$ cat config.mk
export PLATFORM = sky130hd
export DESIGN_NAME = port_mode_select
export DESIGN_NICKNAME = d
export VERILOG_FILES = /design/src/shared/port_mode_pkg.sv /design/src/core/port_mode_select.sv
export VERILOG_INCLUDE_DIRS = /design/src /design/src/shared
export SDC_FILE = /design/constraint.sdc
export NUM_CORES = 1
export LEC_CHECK = 0
export ABC_AREA = 1
export BUFFER_PORTS_ARGS = -buffer_cell sky130_fd_sc_hd__buf_2
export CORE_AREA = 2 2 129 131
export CTS_BUF_LIST = sky130_fd_sc_hd__clkbuf_2
export DETAILED_ROUTE_END_ITERATION = 16
export DIE_AREA = 0 0 131 133
export HOLD_SLACK_MARGIN = 0.15
export PLACE_DENSITY = 0.73
export SYNTH_ARGS = -nofsm -noshare
export SYNTH_HDL_FRONTEND = slang
export SYNTH_SLANG_ARGS = --single-unit
$ cat constraint.sdc
create_clock -name clk_i -period 1.5 [get_ports clk_i]
set_clock_uncertainty 0.1 [all_clocks]
set_input_delay 0.075 -clock clk_i [delete_from_list [all_inputs] [get_ports clk_i]]
set_output_delay 0.075 -clock clk_i [all_outputs]
set_load 0.02 [all_outputs]
$ cat src/shared/port_mode_defs.svh
`ifndef PORT_MODE_DEFS_SVH
`define PORT_MODE_DEFS_SVH

// Byte addresses of the configuration I/O space, one word per register
`define OFF_CTRL_A 8'h00
`define OFF_CTRL_B 8'h04
`define OFF_DIR_A 8'h10
`define OFF_DIR_B 8'h14
`define OFF_DIR_C 8'h18
`define OFF_DIR_D 8'h1C
`define OFF_DOUT_A 8'h20
`define OFF_DOUT_B 8'h24
`define OFF_DOUT_C 8'h28
`define OFF_DOUT_D 8'h2C
`define OFF_DIN_A 8'h30
`define OFF_DIN_B 8'h34
`define OFF_DIN_C 8'h38
`define OFF_DIN_D 8'h3C
`define OFF_OE_A 8'h40
`define OFF_OE_B 8'h44
`define OFF_OE_C 8'h48
`define OFF_OE_D 8'h4C
`define OFF_MEM_MAP 8'h50

// Field positions and reset values
`define PERIPH_BIT 7
`define CFG_RESET 8'h00
`define PORT_D_RESET 3'h0

`endif

$ cat src/shared/port_mode_pkg.sv
`default_nettype none

package port_mode_pkg;

  // Host bus variants that change the latched address layout
  typedef enum logic [1:0] {
    BUS_MUX8 = 2'h0,
    BUS_NONMUX8 = 2'h1,
    BUS_BURST8 = 2'h3,
    BUS_PAGE = 2'h2
  } host_bus_e;

  // Classic Wishbone request from the master
  typedef struct packed {
    logic cyc;
    logic stb;
    logic we;
    logic [7:0] adr;
    logic [3:0] sel;
    logic [31:0] dat;
  } wb_req_s;

  // One bit per pin of the four ports
  typedef struct packed {
    logic [7:0] a;
    logic [7:0] b;
    logic [7:0] c;
    logic [2:0] d;
  } port_pins_s;

endpackage

`default_nettype wire

$ cat src/core/port_mode_select.sv
`timescale 1ns/100ps
`default_nettype none
`include "port_mode_defs.svh"

module port_mode_select
  import port_mode_pkg::*;
#(
  parameter host_bus_e HOST_BUS = BUS_MUX8,
  parameter logic PORT_B_HIGH = 1'b0,
  parameter logic DATA_PORT_A = 1'b0,
  parameter logic PERIPH_DEFINED = 1'b0,
  parameter port_pins_s ARRAY_OUT_MASK = '0,
  parameter port_pins_s ADDR_IN_MASK = '0,
  parameter logic SCAN_CFG_EN = 1'b0,
  parameter logic [7:0] SCAN_PIN_MASK = 8'h0F,
  parameter logic [7:0] SCAN_TDO_MASK = 8'h08
) (
  input wire logic clk_i,
  input wire logic rst_i,
  input wire wb_req_s wb_i,
  output logic wb_ack_o,
  output logic [31:0] wb_dat_o,
  input wire port_pins_s pin_in_i,
  output port_pins_s pin_out_o,
  output port_pins_s pin_oe_o,
  input wire port_pins_s array_out_i,
  input wire port_pins_s array_oe_i,
  output port_pins_s array_in_o,
  output port_pins_s input_latch_cell_o,
  input wire logic [15:0] addr_i,
  input wire logic address_strobe_i,
  input wire logic [7:0] host_data_i,
  input wire logic data_drive_i,
  output logic [7:0] host_data_o,
  input wire logic periph_select_a_i,
  input wire logic periph_select_b_i,
  input wire logic scan_port_select_i,
  input wire logic scan_enable_i,
  input wire logic scan_tdo_i,
  output logic scan_active_o
);

  // Configuration and data registers
  logic [7:0] ctrl_a_ff, ctrl_b_ff;
  logic [7:0] dir_a_ff, dir_b_ff, dir_c_ff;
  logic [2:0] dir_d_ff;
  logic [7:0] dout_a_ff, dout_b_ff, dout_c_ff;
  logic [2:0] dout_d_ff;
  logic periph_ff;
  // Output flops
  logic ack_ff;
  logic [31:0] dat_ff;
  port_pins_s pin_out_ff, pin_oe_ff, array_in_ff, latch_ff;
  logic [7:0] host_data_ff;
  logic scan_ff;

  // Latched address bits for a port: {valid mask, data}
  function automatic logic [15:0] addr_map(input logic is_b, input logic [15:0] a);
    logic [15:0] r;
    r = 16'h0000;
    case (HOST_BUS)
      BUS_MUX8: begin
        r = (is_b && PORT_B_HIGH) ? {8'hFF, a[15:8]} : {8'hFF, a[7:0]};
      end
      BUS_NONMUX8: begin
        r = is_b ? {8'hFF, a[7:0]} : 16'h0000;
      end
      BUS_PAGE: begin
        r = is_b ? {8'hFF, a[15:8]} : 16'h0000;
      end
      BUS_BURST8: begin
        r = is_b ? {8'h0F, 4'h0, a[11:8]} : {8'hF0, a[7:4], 4'h0};
      end
      default: begin
        r = 16'h0000;
      end
    endcase
    return r;
  endfunction

  // Per-pin mux for general pins: {output enable, output value}
  function automatic logic [15:0] pin_mux(input logic [7:0] ctrl, input logic [7:0] dir,
                                           input logic [7:0] dout, input logic [15:0] amap,
                                           input logic [7:0] amask, input logic [7:0] aout,
                                           input logic [7:0] aoe);
    logic [7:0] oe, asel, out;
    oe = dir | aoe;
    asel = ctrl & amap[15:8];
    out = (asel & amap[7:0]) | (~asel & amask & aout) | (~asel & ~amask & dout);
    return {oe, out};
  endfunction

  // Register read decode, narrow data in the low byte
  function automatic logic [7:0] rd_byte(input logic [7:0] adr);
    logic [7:0] r;
    case (adr)
      `OFF_CTRL_A: r = ctrl_a_ff;
      `OFF_CTRL_B: r = ctrl_b_ff;
      `OFF_DIR_A: r = dir_a_ff;
      `OFF_DIR_B: r = dir_b_ff;
      `OFF_DIR_C: r = dir_c_ff;
      `OFF_DIR_D: r = {5'h00, dir_d_ff};
      `OFF_DOUT_A: r = dout_a_ff;
      `OFF_DOUT_B: r = dout_b_ff;
      `OFF_DOUT_C: r = dout_c_ff;
      `OFF_DOUT_D: r = {5'h00, dout_d_ff};
      `OFF_DIN_A: r = pin_in_i.a;
      `OFF_DIN_B: r = pin_in_i.b;
      `OFF_DIN_C: r = pin_in_i.c;
      `OFF_DIN_D: r = {5'h00, pin_in_i.d};
      `OFF_OE_A: r = pin_oe_ff.a;
      `OFF_OE_B: r = pin_oe_ff.b;
      `OFF_OE_C: r = pin_oe_ff.c;
      `OFF_OE_D: r = {5'h00, pin_oe_ff.d};
      `OFF_MEM_MAP: r = {periph_ff, 7'h00};
      default: r = 8'h00;
    endcase
    return r;
  endfunction

  // Bus decode; unmapped addresses still answer, reading zero
  wire req = wb_i.cyc && wb_i.stb;
  wire wr_en = req && wb_i.we && ack_ff && wb_i.sel[0];
  wire [7:0] wb_byte = wb_i.dat[7:0];
  logic [31:0] rd_word;

  // Process form so a register or pin change alone refreshes the read word
  always_comb begin
    rd_word = {24'h000000, rd_byte(wb_i.adr)};
  end

  // Run-time mode conditions; configuration-time ones come from parameters
  wire periph_on = PERIPH_DEFINED && periph_ff && !DATA_PORT_A;
  wire periph_sel = periph_select_a_i || periph_select_b_i;
  wire scan_on = SCAN_CFG_EN || scan_enable_i || scan_port_select_i;

  // General pin muxes; ports C and D have no control register
  wire [15:0] amap_a = addr_map(1'b0, addr_i);
  wire [15:0] amap_b = addr_map(1'b1, addr_i);
  wire [15:0] mux_a = pin_mux(ctrl_a_ff, dir_a_ff, dout_a_ff, amap_a, ARRAY_OUT_MASK.a,
                              array_out_i.a, array_oe_i.a);
  wire [15:0] mux_b = pin_mux(ctrl_b_ff, dir_b_ff, dout_b_ff, amap_b, ARRAY_OUT_MASK.b,
                              array_out_i.b, array_oe_i.b);
  wire [15:0] mux_c = pin_mux(8'h00, dir_c_ff, dout_c_ff, 16'h0000, ARRAY_OUT_MASK.c,
                              array_out_i.c, array_oe_i.c);
  wire [15:0] mux_d = pin_mux(8'h00, {5'h00, dir_d_ff}, {5'h00, dout_d_ff}, 16'h0000,
                              {5'h00, ARRAY_OUT_MASK.d}, {5'h00, array_out_i.d},
                              {5'h00, array_oe_i.d});

  // Port A overrides: data port disables every general function
  wire [7:0] nxt_oe_a = DATA_PORT_A ? {8{data_drive_i}} :
                        periph_on ? {8{periph_sel && data_drive_i}} : mux_a[15:8];
  wire [7:0] nxt_out_a = (DATA_PORT_A || periph_on) ? host_data_i : mux_a[7:0];

  // Port C: scan pins released to the scan logic, test output driven
  wire [7:0] scan_pins = scan_on ? SCAN_PIN_MASK : 8'h00;
  wire [7:0] nxt_oe_c = (mux_c[15:8] & ~scan_pins) | (scan_pins & SCAN_TDO_MASK);
  wire [7:0] nxt_out_c = (mux_c[7:0] & ~scan_pins) | (scan_pins & {8{scan_tdo_i}});

  // Bus handshake: ack one cycle after request, dropped the next cycle
  always_ff @(posedge clk_i) begin
    if (rst_i) begin
      ack_ff <= 1'b0;
      dat_ff <= 32'h00000000;
    end else begin
      ack_ff <= req && !ack_ff;
      if (req && !ack_ff) begin
        dat_ff <= rd_word;
      end
    end
  end

  // Writes land on the edge where the master sees ack, not earlier
  always_ff @(posedge clk_i) begin
    if (rst_i) begin
      ctrl_a_ff <= `CFG_RESET;
      ctrl_b_ff <= `CFG_RESET;
      dir_a_ff <= `CFG_RESET;
      dir_b_ff <= `CFG_RESET;
      dir_c_ff <= `CFG_RESET;
      dir_d_ff <= `PORT_D_RESET;
      dout_a_ff <= `CFG_RESET;
      dout_b_ff <= `CFG_RESET;
      dout_c_ff <= `CFG_RESET;
      dout_d_ff <= `PORT_D_RESET;
      periph_ff <= 1'b0;
    end else if (wr_en) begin
      case (wb_i.adr)
        `OFF_CTRL_A: ctrl_a_ff <= wb_byte;
        `OFF_CTRL_B: ctrl_b_ff <= wb_byte;
        `OFF_DIR_A: dir_a_ff <= wb_byte;
        `OFF_DIR_B: dir_b_ff <= wb_byte;
        `OFF_DIR_C: dir_c_ff <= wb_byte;
        `OFF_DIR_D: dir_d_ff <= wb_byte[2:0];
        `OFF_DOUT_A: dout_a_ff <= wb_byte;
        `OFF_DOUT_B: dout_b_ff <= wb_byte;
        `OFF_DOUT_C: dout_c_ff <= wb_byte;
        `OFF_DOUT_D: dout_d_ff <= wb_byte[2:0];
        `OFF_MEM_MAP: periph_ff <= wb_byte[`PERIPH_BIT];
        default: ;
      endcase
    end
  end

  // Pin drivers registered so outputs come from flops; costs one cycle
  always_ff @(posedge clk_i) begin
    if (rst_i) begin
      pin_out_ff <= '0;
      pin_oe_ff <= '0;
      scan_ff <= 1'b0;
    end else begin
      pin_out_ff <= {nxt_out_a, mux_b[7:0], nxt_out_c, mux_d[2:0]};
      pin_oe_ff <= {nxt_oe_a, mux_b[15:8], nxt_oe_c, mux_d[10:8]};
      scan_ff <= scan_on;
    end
  end

  // Pin inputs toward array and host; address inputs caught on the strobe
  always_ff @(posedge clk_i) begin
    if (rst_i) begin
      array_in_ff <= '0;
      latch_ff <= '0;
      host_data_ff <= 8'h00;
    end else begin
      array_in_ff <= pin_in_i;
      host_data_ff <= pin_in_i.a;
      if (address_strobe_i) begin
        latch_ff <= pin_in_i & ADDR_IN_MASK;
      end
    end
  end

  assign wb_ack_o = ack_ff;
  assign wb_dat_o = dat_ff;
  assign pin_out_o = pin_out_ff;
  assign pin_oe_o = pin_oe_ff;
  assign array_in_o = array_in_ff;
  assign input_latch_cell_o = latch_ff;
  assign host_data_o = host_data_ff;
  assign scan_active_o = scan_ff;
endmodule

`default_nettype wire

==> flow_metrics.env <==
export IMPL_cts_root_buf="clkbuf_2"
export IMPL_cts_made_buffers=17
export IMPL_synth_seq_cells=162
export IMPL_status="complete, but fails checks"
export IMPL_finalSetupTns_ns=-0.987
export IMPL_dp_cells=1357
export IMPL_final_layout_size_suffix_gt1_frac=0.311
export IMPL_vdd_drop_max_uv=409
export IMPL_io_buffer_count=185
export IMPL_hold_depth=4
export IMPL_post_drt_wl_per_cell_um=18.2
export IMPL_yosys_warnings=0
export IMPL_drv_slew=0
export IMPL_rsz0062_at_grt="true"
export IMPL_wl_um=29800
export IMPL_crit_type="in2reg"
export IMPL_netlist_top_cells_count="nor2_1 (186), nand2_1 (184), dfxtp_1 (162)"
export IMPL_drt_pass1_iterations=6
export IMPL_pwr_share_comb=0.176
export IMPL_gp_congestion=0.938
export IMPL_boundaryPins=311
export IMPL_coreArea_um2=16200
export IMPL_nNetsFinal=1561
export IMPL_cts_htree_levels=4
export IMPL_die_area_um2=17400
export IMPL_drc=0
export IMPL_yosys_cell_count_top_type="nor2_1"
export IMPL_cellPowerDensity_nw_per_um2=731
export IMPL_place_area_um2=8070
export IMPL_via_per_inst=5.15
export IMPL_ys_flop_type="dfxtp_1"
export IMPL_slew_headroom=0.643
export IMPL_violations="setup timing"
export IMPL_end_kind="register"
export IMPL_die_w_um=131
export IMPL_clkPwrFrac=0.301
export IMPL_syn_to_final_growth_pct=69.6
export IMPL_holdWs_ns=0.127
export IMPL_clock_fmax_mhz=573
export IMPL_final_cell_count_no_fill=1635
export IMPL_drtIter0Drc=833
export IMPL_grt_pass1_vias=7878
export IMPL_min_period_ns=1.74
export IMPL_syn_inst=951
export IMPL_ant_nets=0
export IMPL_start_util=0.427
export IMPL_synth_edf_count=0
export IMPL_grt_pass1_wl_um=39600
export IMPL_syn_avg_cell_area_um2=7.26
export IMPL_tritoncts="built"
export IMPL_worstMarginPinSlew_ns=0.536
export IMPL_post_synth_top_area_cell="dfxtp_1"
export IMPL_ys_types=25
export IMPL_vias=8427
export IMPL_fillers=1124
export IMPL_setup_ws_ns=-0.245
export IMPL_worstPathMaxFanout=8
export IMPL_grt_overflow_total=0
export IMPL_hold_path_class="in2reg"
export IMPL_static_leakage_power_nw=5.35
export IMPL_intPower_w=0.00609
export IMPL_arrival_ns=2.34
export IMPL_yosys_top_cells_area="dfxtp_1 (47%), nor2_1 (10%), nand2_1 (10%)"
export IMPL_maxCapViolCount=0
export IMPL_rows=47
export IMPL_clkSinkCount=162
export IMPL_netlist_area_um2=6910
export IMPL_swShare=0.289
export IMPL_ys_seq_area_frac=0.470
export IMPL_path_clk_slew_ns=0.19
export IMPL_setup_viol=36
export IMPL_start_kind="input port"
export IMPL_switchingPower_w=0.00247
export IMPL_finalCritPeriodShare=1.16
export IMPL_sequentialPowerShare=0.523
export IMPL_worst_ep_required_time_ns=2.09
export IMPL_grt_start_max_net_pins=35
export IMPL_clk_latency_ns=0.78
export IMPL_synth_top_area_share=0.470
export IMPL_die_h_um=133
export IMPL_antenna_found_initial=3
export IMPL_fin_area_um2=11700
export IMPL_total_power_w=0.00856
export IMPL_place_hpwl_um=16100
export IMPL_clk_path_buf_depth=2
export IMPL_ys_async_sr_fraction=0
export IMPL_hold_viol=0
export IMPL_track_usage=0.300
export IMPL_reg2reg_depth=6
-- cell families after synthesis --
| family | after synthesis | share of synthesized area |
|---|---|---|
| buffers and inverters | 166 | 0.127 |
| flip-flops | 162 | 0.470 |
| AO/OA/AOI/OAI | 142 | 0.105 |
| other | 1 | 0.000543 |
| AND/OR/NAND/NOR | 480 | 0.298 |
-- timing repair --
action	CTS	global route
pin swaps	0	21
resized for setup	106	270
gates cloned	0	3
hold endpoints to repair	162	6
endpoints found under the setup margin	70	174
hold buffers	217	1
buffers inserted	13	12
-- routing by layer --
metal  global-route usage  vias to the layer above  share of wire
met3               0.0643                      180          0.083
li1                     -                     3811              -
met4                0.180                        0          0.067
met2                0.532                      570           0.51
met1                0.321                     3866           0.34
met5                    0                        -              0
-- power groups by stage --
stage               Combinational, W  Clock [W]  Sequential, W
floorplan                   0.000467          0        0.00462
global placement            0.000803          0        0.00452
detailed placement          0.000808          0        0.00452
CTS                          0.00130    0.00255        0.00444
global route                 0.00158    0.00277        0.00448
finish                       0.00151    0.00257        0.00448
-- through the flow --
stage          utilization  setup slack (ns)
2_1_floorplan            -            0.0268
3_3_place_gp         0.499            -0.124
3_5_place_dp         0.499            -0.152
4_1_cts              0.669           -0.0195
5_1_grt              0.724            -0.240
6_report             0.724            -0.245
-- registers in the layout, summed over array words and instances (netlist names) --
signal / flops
array_in_o: 27
pin_oe_o: 27
pin_out_o: 27
ctrl_a_ff: 8
ctrl_b_ff: 8
dir_a_ff: 8
dir_b_ff: 8
dir_c_ff: 8
dout_a_ff: 8
dout_b_ff: 8
dout_c_ff: 8
wb_dat_o: 8
dir_d_ff: 3
dout_d_ff: 3
periph_ff: 1
scan_active_o: 1
wb_ack_o: 1
-- path summary, 6_finish.rpt --
check	endpoint	slack [ns]	startpoint
worst max register to register	dir_c_ff[3]$_SDFFE_PP0P_	-0.08	wb_ack_o$_SDFF_PP0_
worst max-delay path	wb_dat_o[3]$_SDFFE_PP0P_	-0.24	wb_i[37]
worst min-delay path	pin_oe_o[6]$_SDFF_PP0_	0.13	scan_port_select_i
worst min register to register	pin_out_o[0]$_SDFF_PP0_	0.36	dout_d_ff[0]$_SDFFE_PP0P_
-- cells in the final DEF, fill, tap and decap left out, types with 2 or more instances in the layout --
cell type	count
dfxtp_2	84
a21oi_2	6
nand2_4	2
buf_6	97
clkinvlp_4	5
nand3_1	71
o21ai_1	27
dlygate4sd3_1	217
inv_1	70
nor2_1	179
nand3_4	4
nor2_2	13
inv_6	2
clkbuf_16	2
nand2_8	5
o21ai_0	28
buf_12	4
nand4_1	2
buf_2	85
bufinv_16	3
inv_2	3
clkinv_1	2
nand2_2	4
clkinv_4	2
nor2_4	17
diode_2	3
o21ai_2	13
conb_1	51
a21oi_1	64
nand2_1	180
dfxtp_1	77
nand3_2	3
o21bai_1	3
buf_4	63
clkbuf_2	18
-- critical path, stage by stage --
cell	delay [ns]
dlygate4sd3_1	0.55
buf_2	0.15
nor2_4	0.20
nand2_4	0.18
nor2_4	0.37
nand2_1	0.15
nand3_2	0.13
nor2_1	0.06
nand3_1	0.18
nand2_1	0.14
a21oi_2	0.14
-- area by class of cell --
class,count,area (um2),area share
Antenna cell,3,7.51,0.000641
Clock buffer,18,90.1,0.00769
Clock inverter,13,160,0.0137
Inverter,76,295,0.0252
Multi-Input combinational cell,674,3220,0.275
Sequential cell,162,3350,0.286
Tap cell,220,275,0.0235
Timing Repair Buffer,469,4310,0.368
Power figures use the tool's default switching activity.
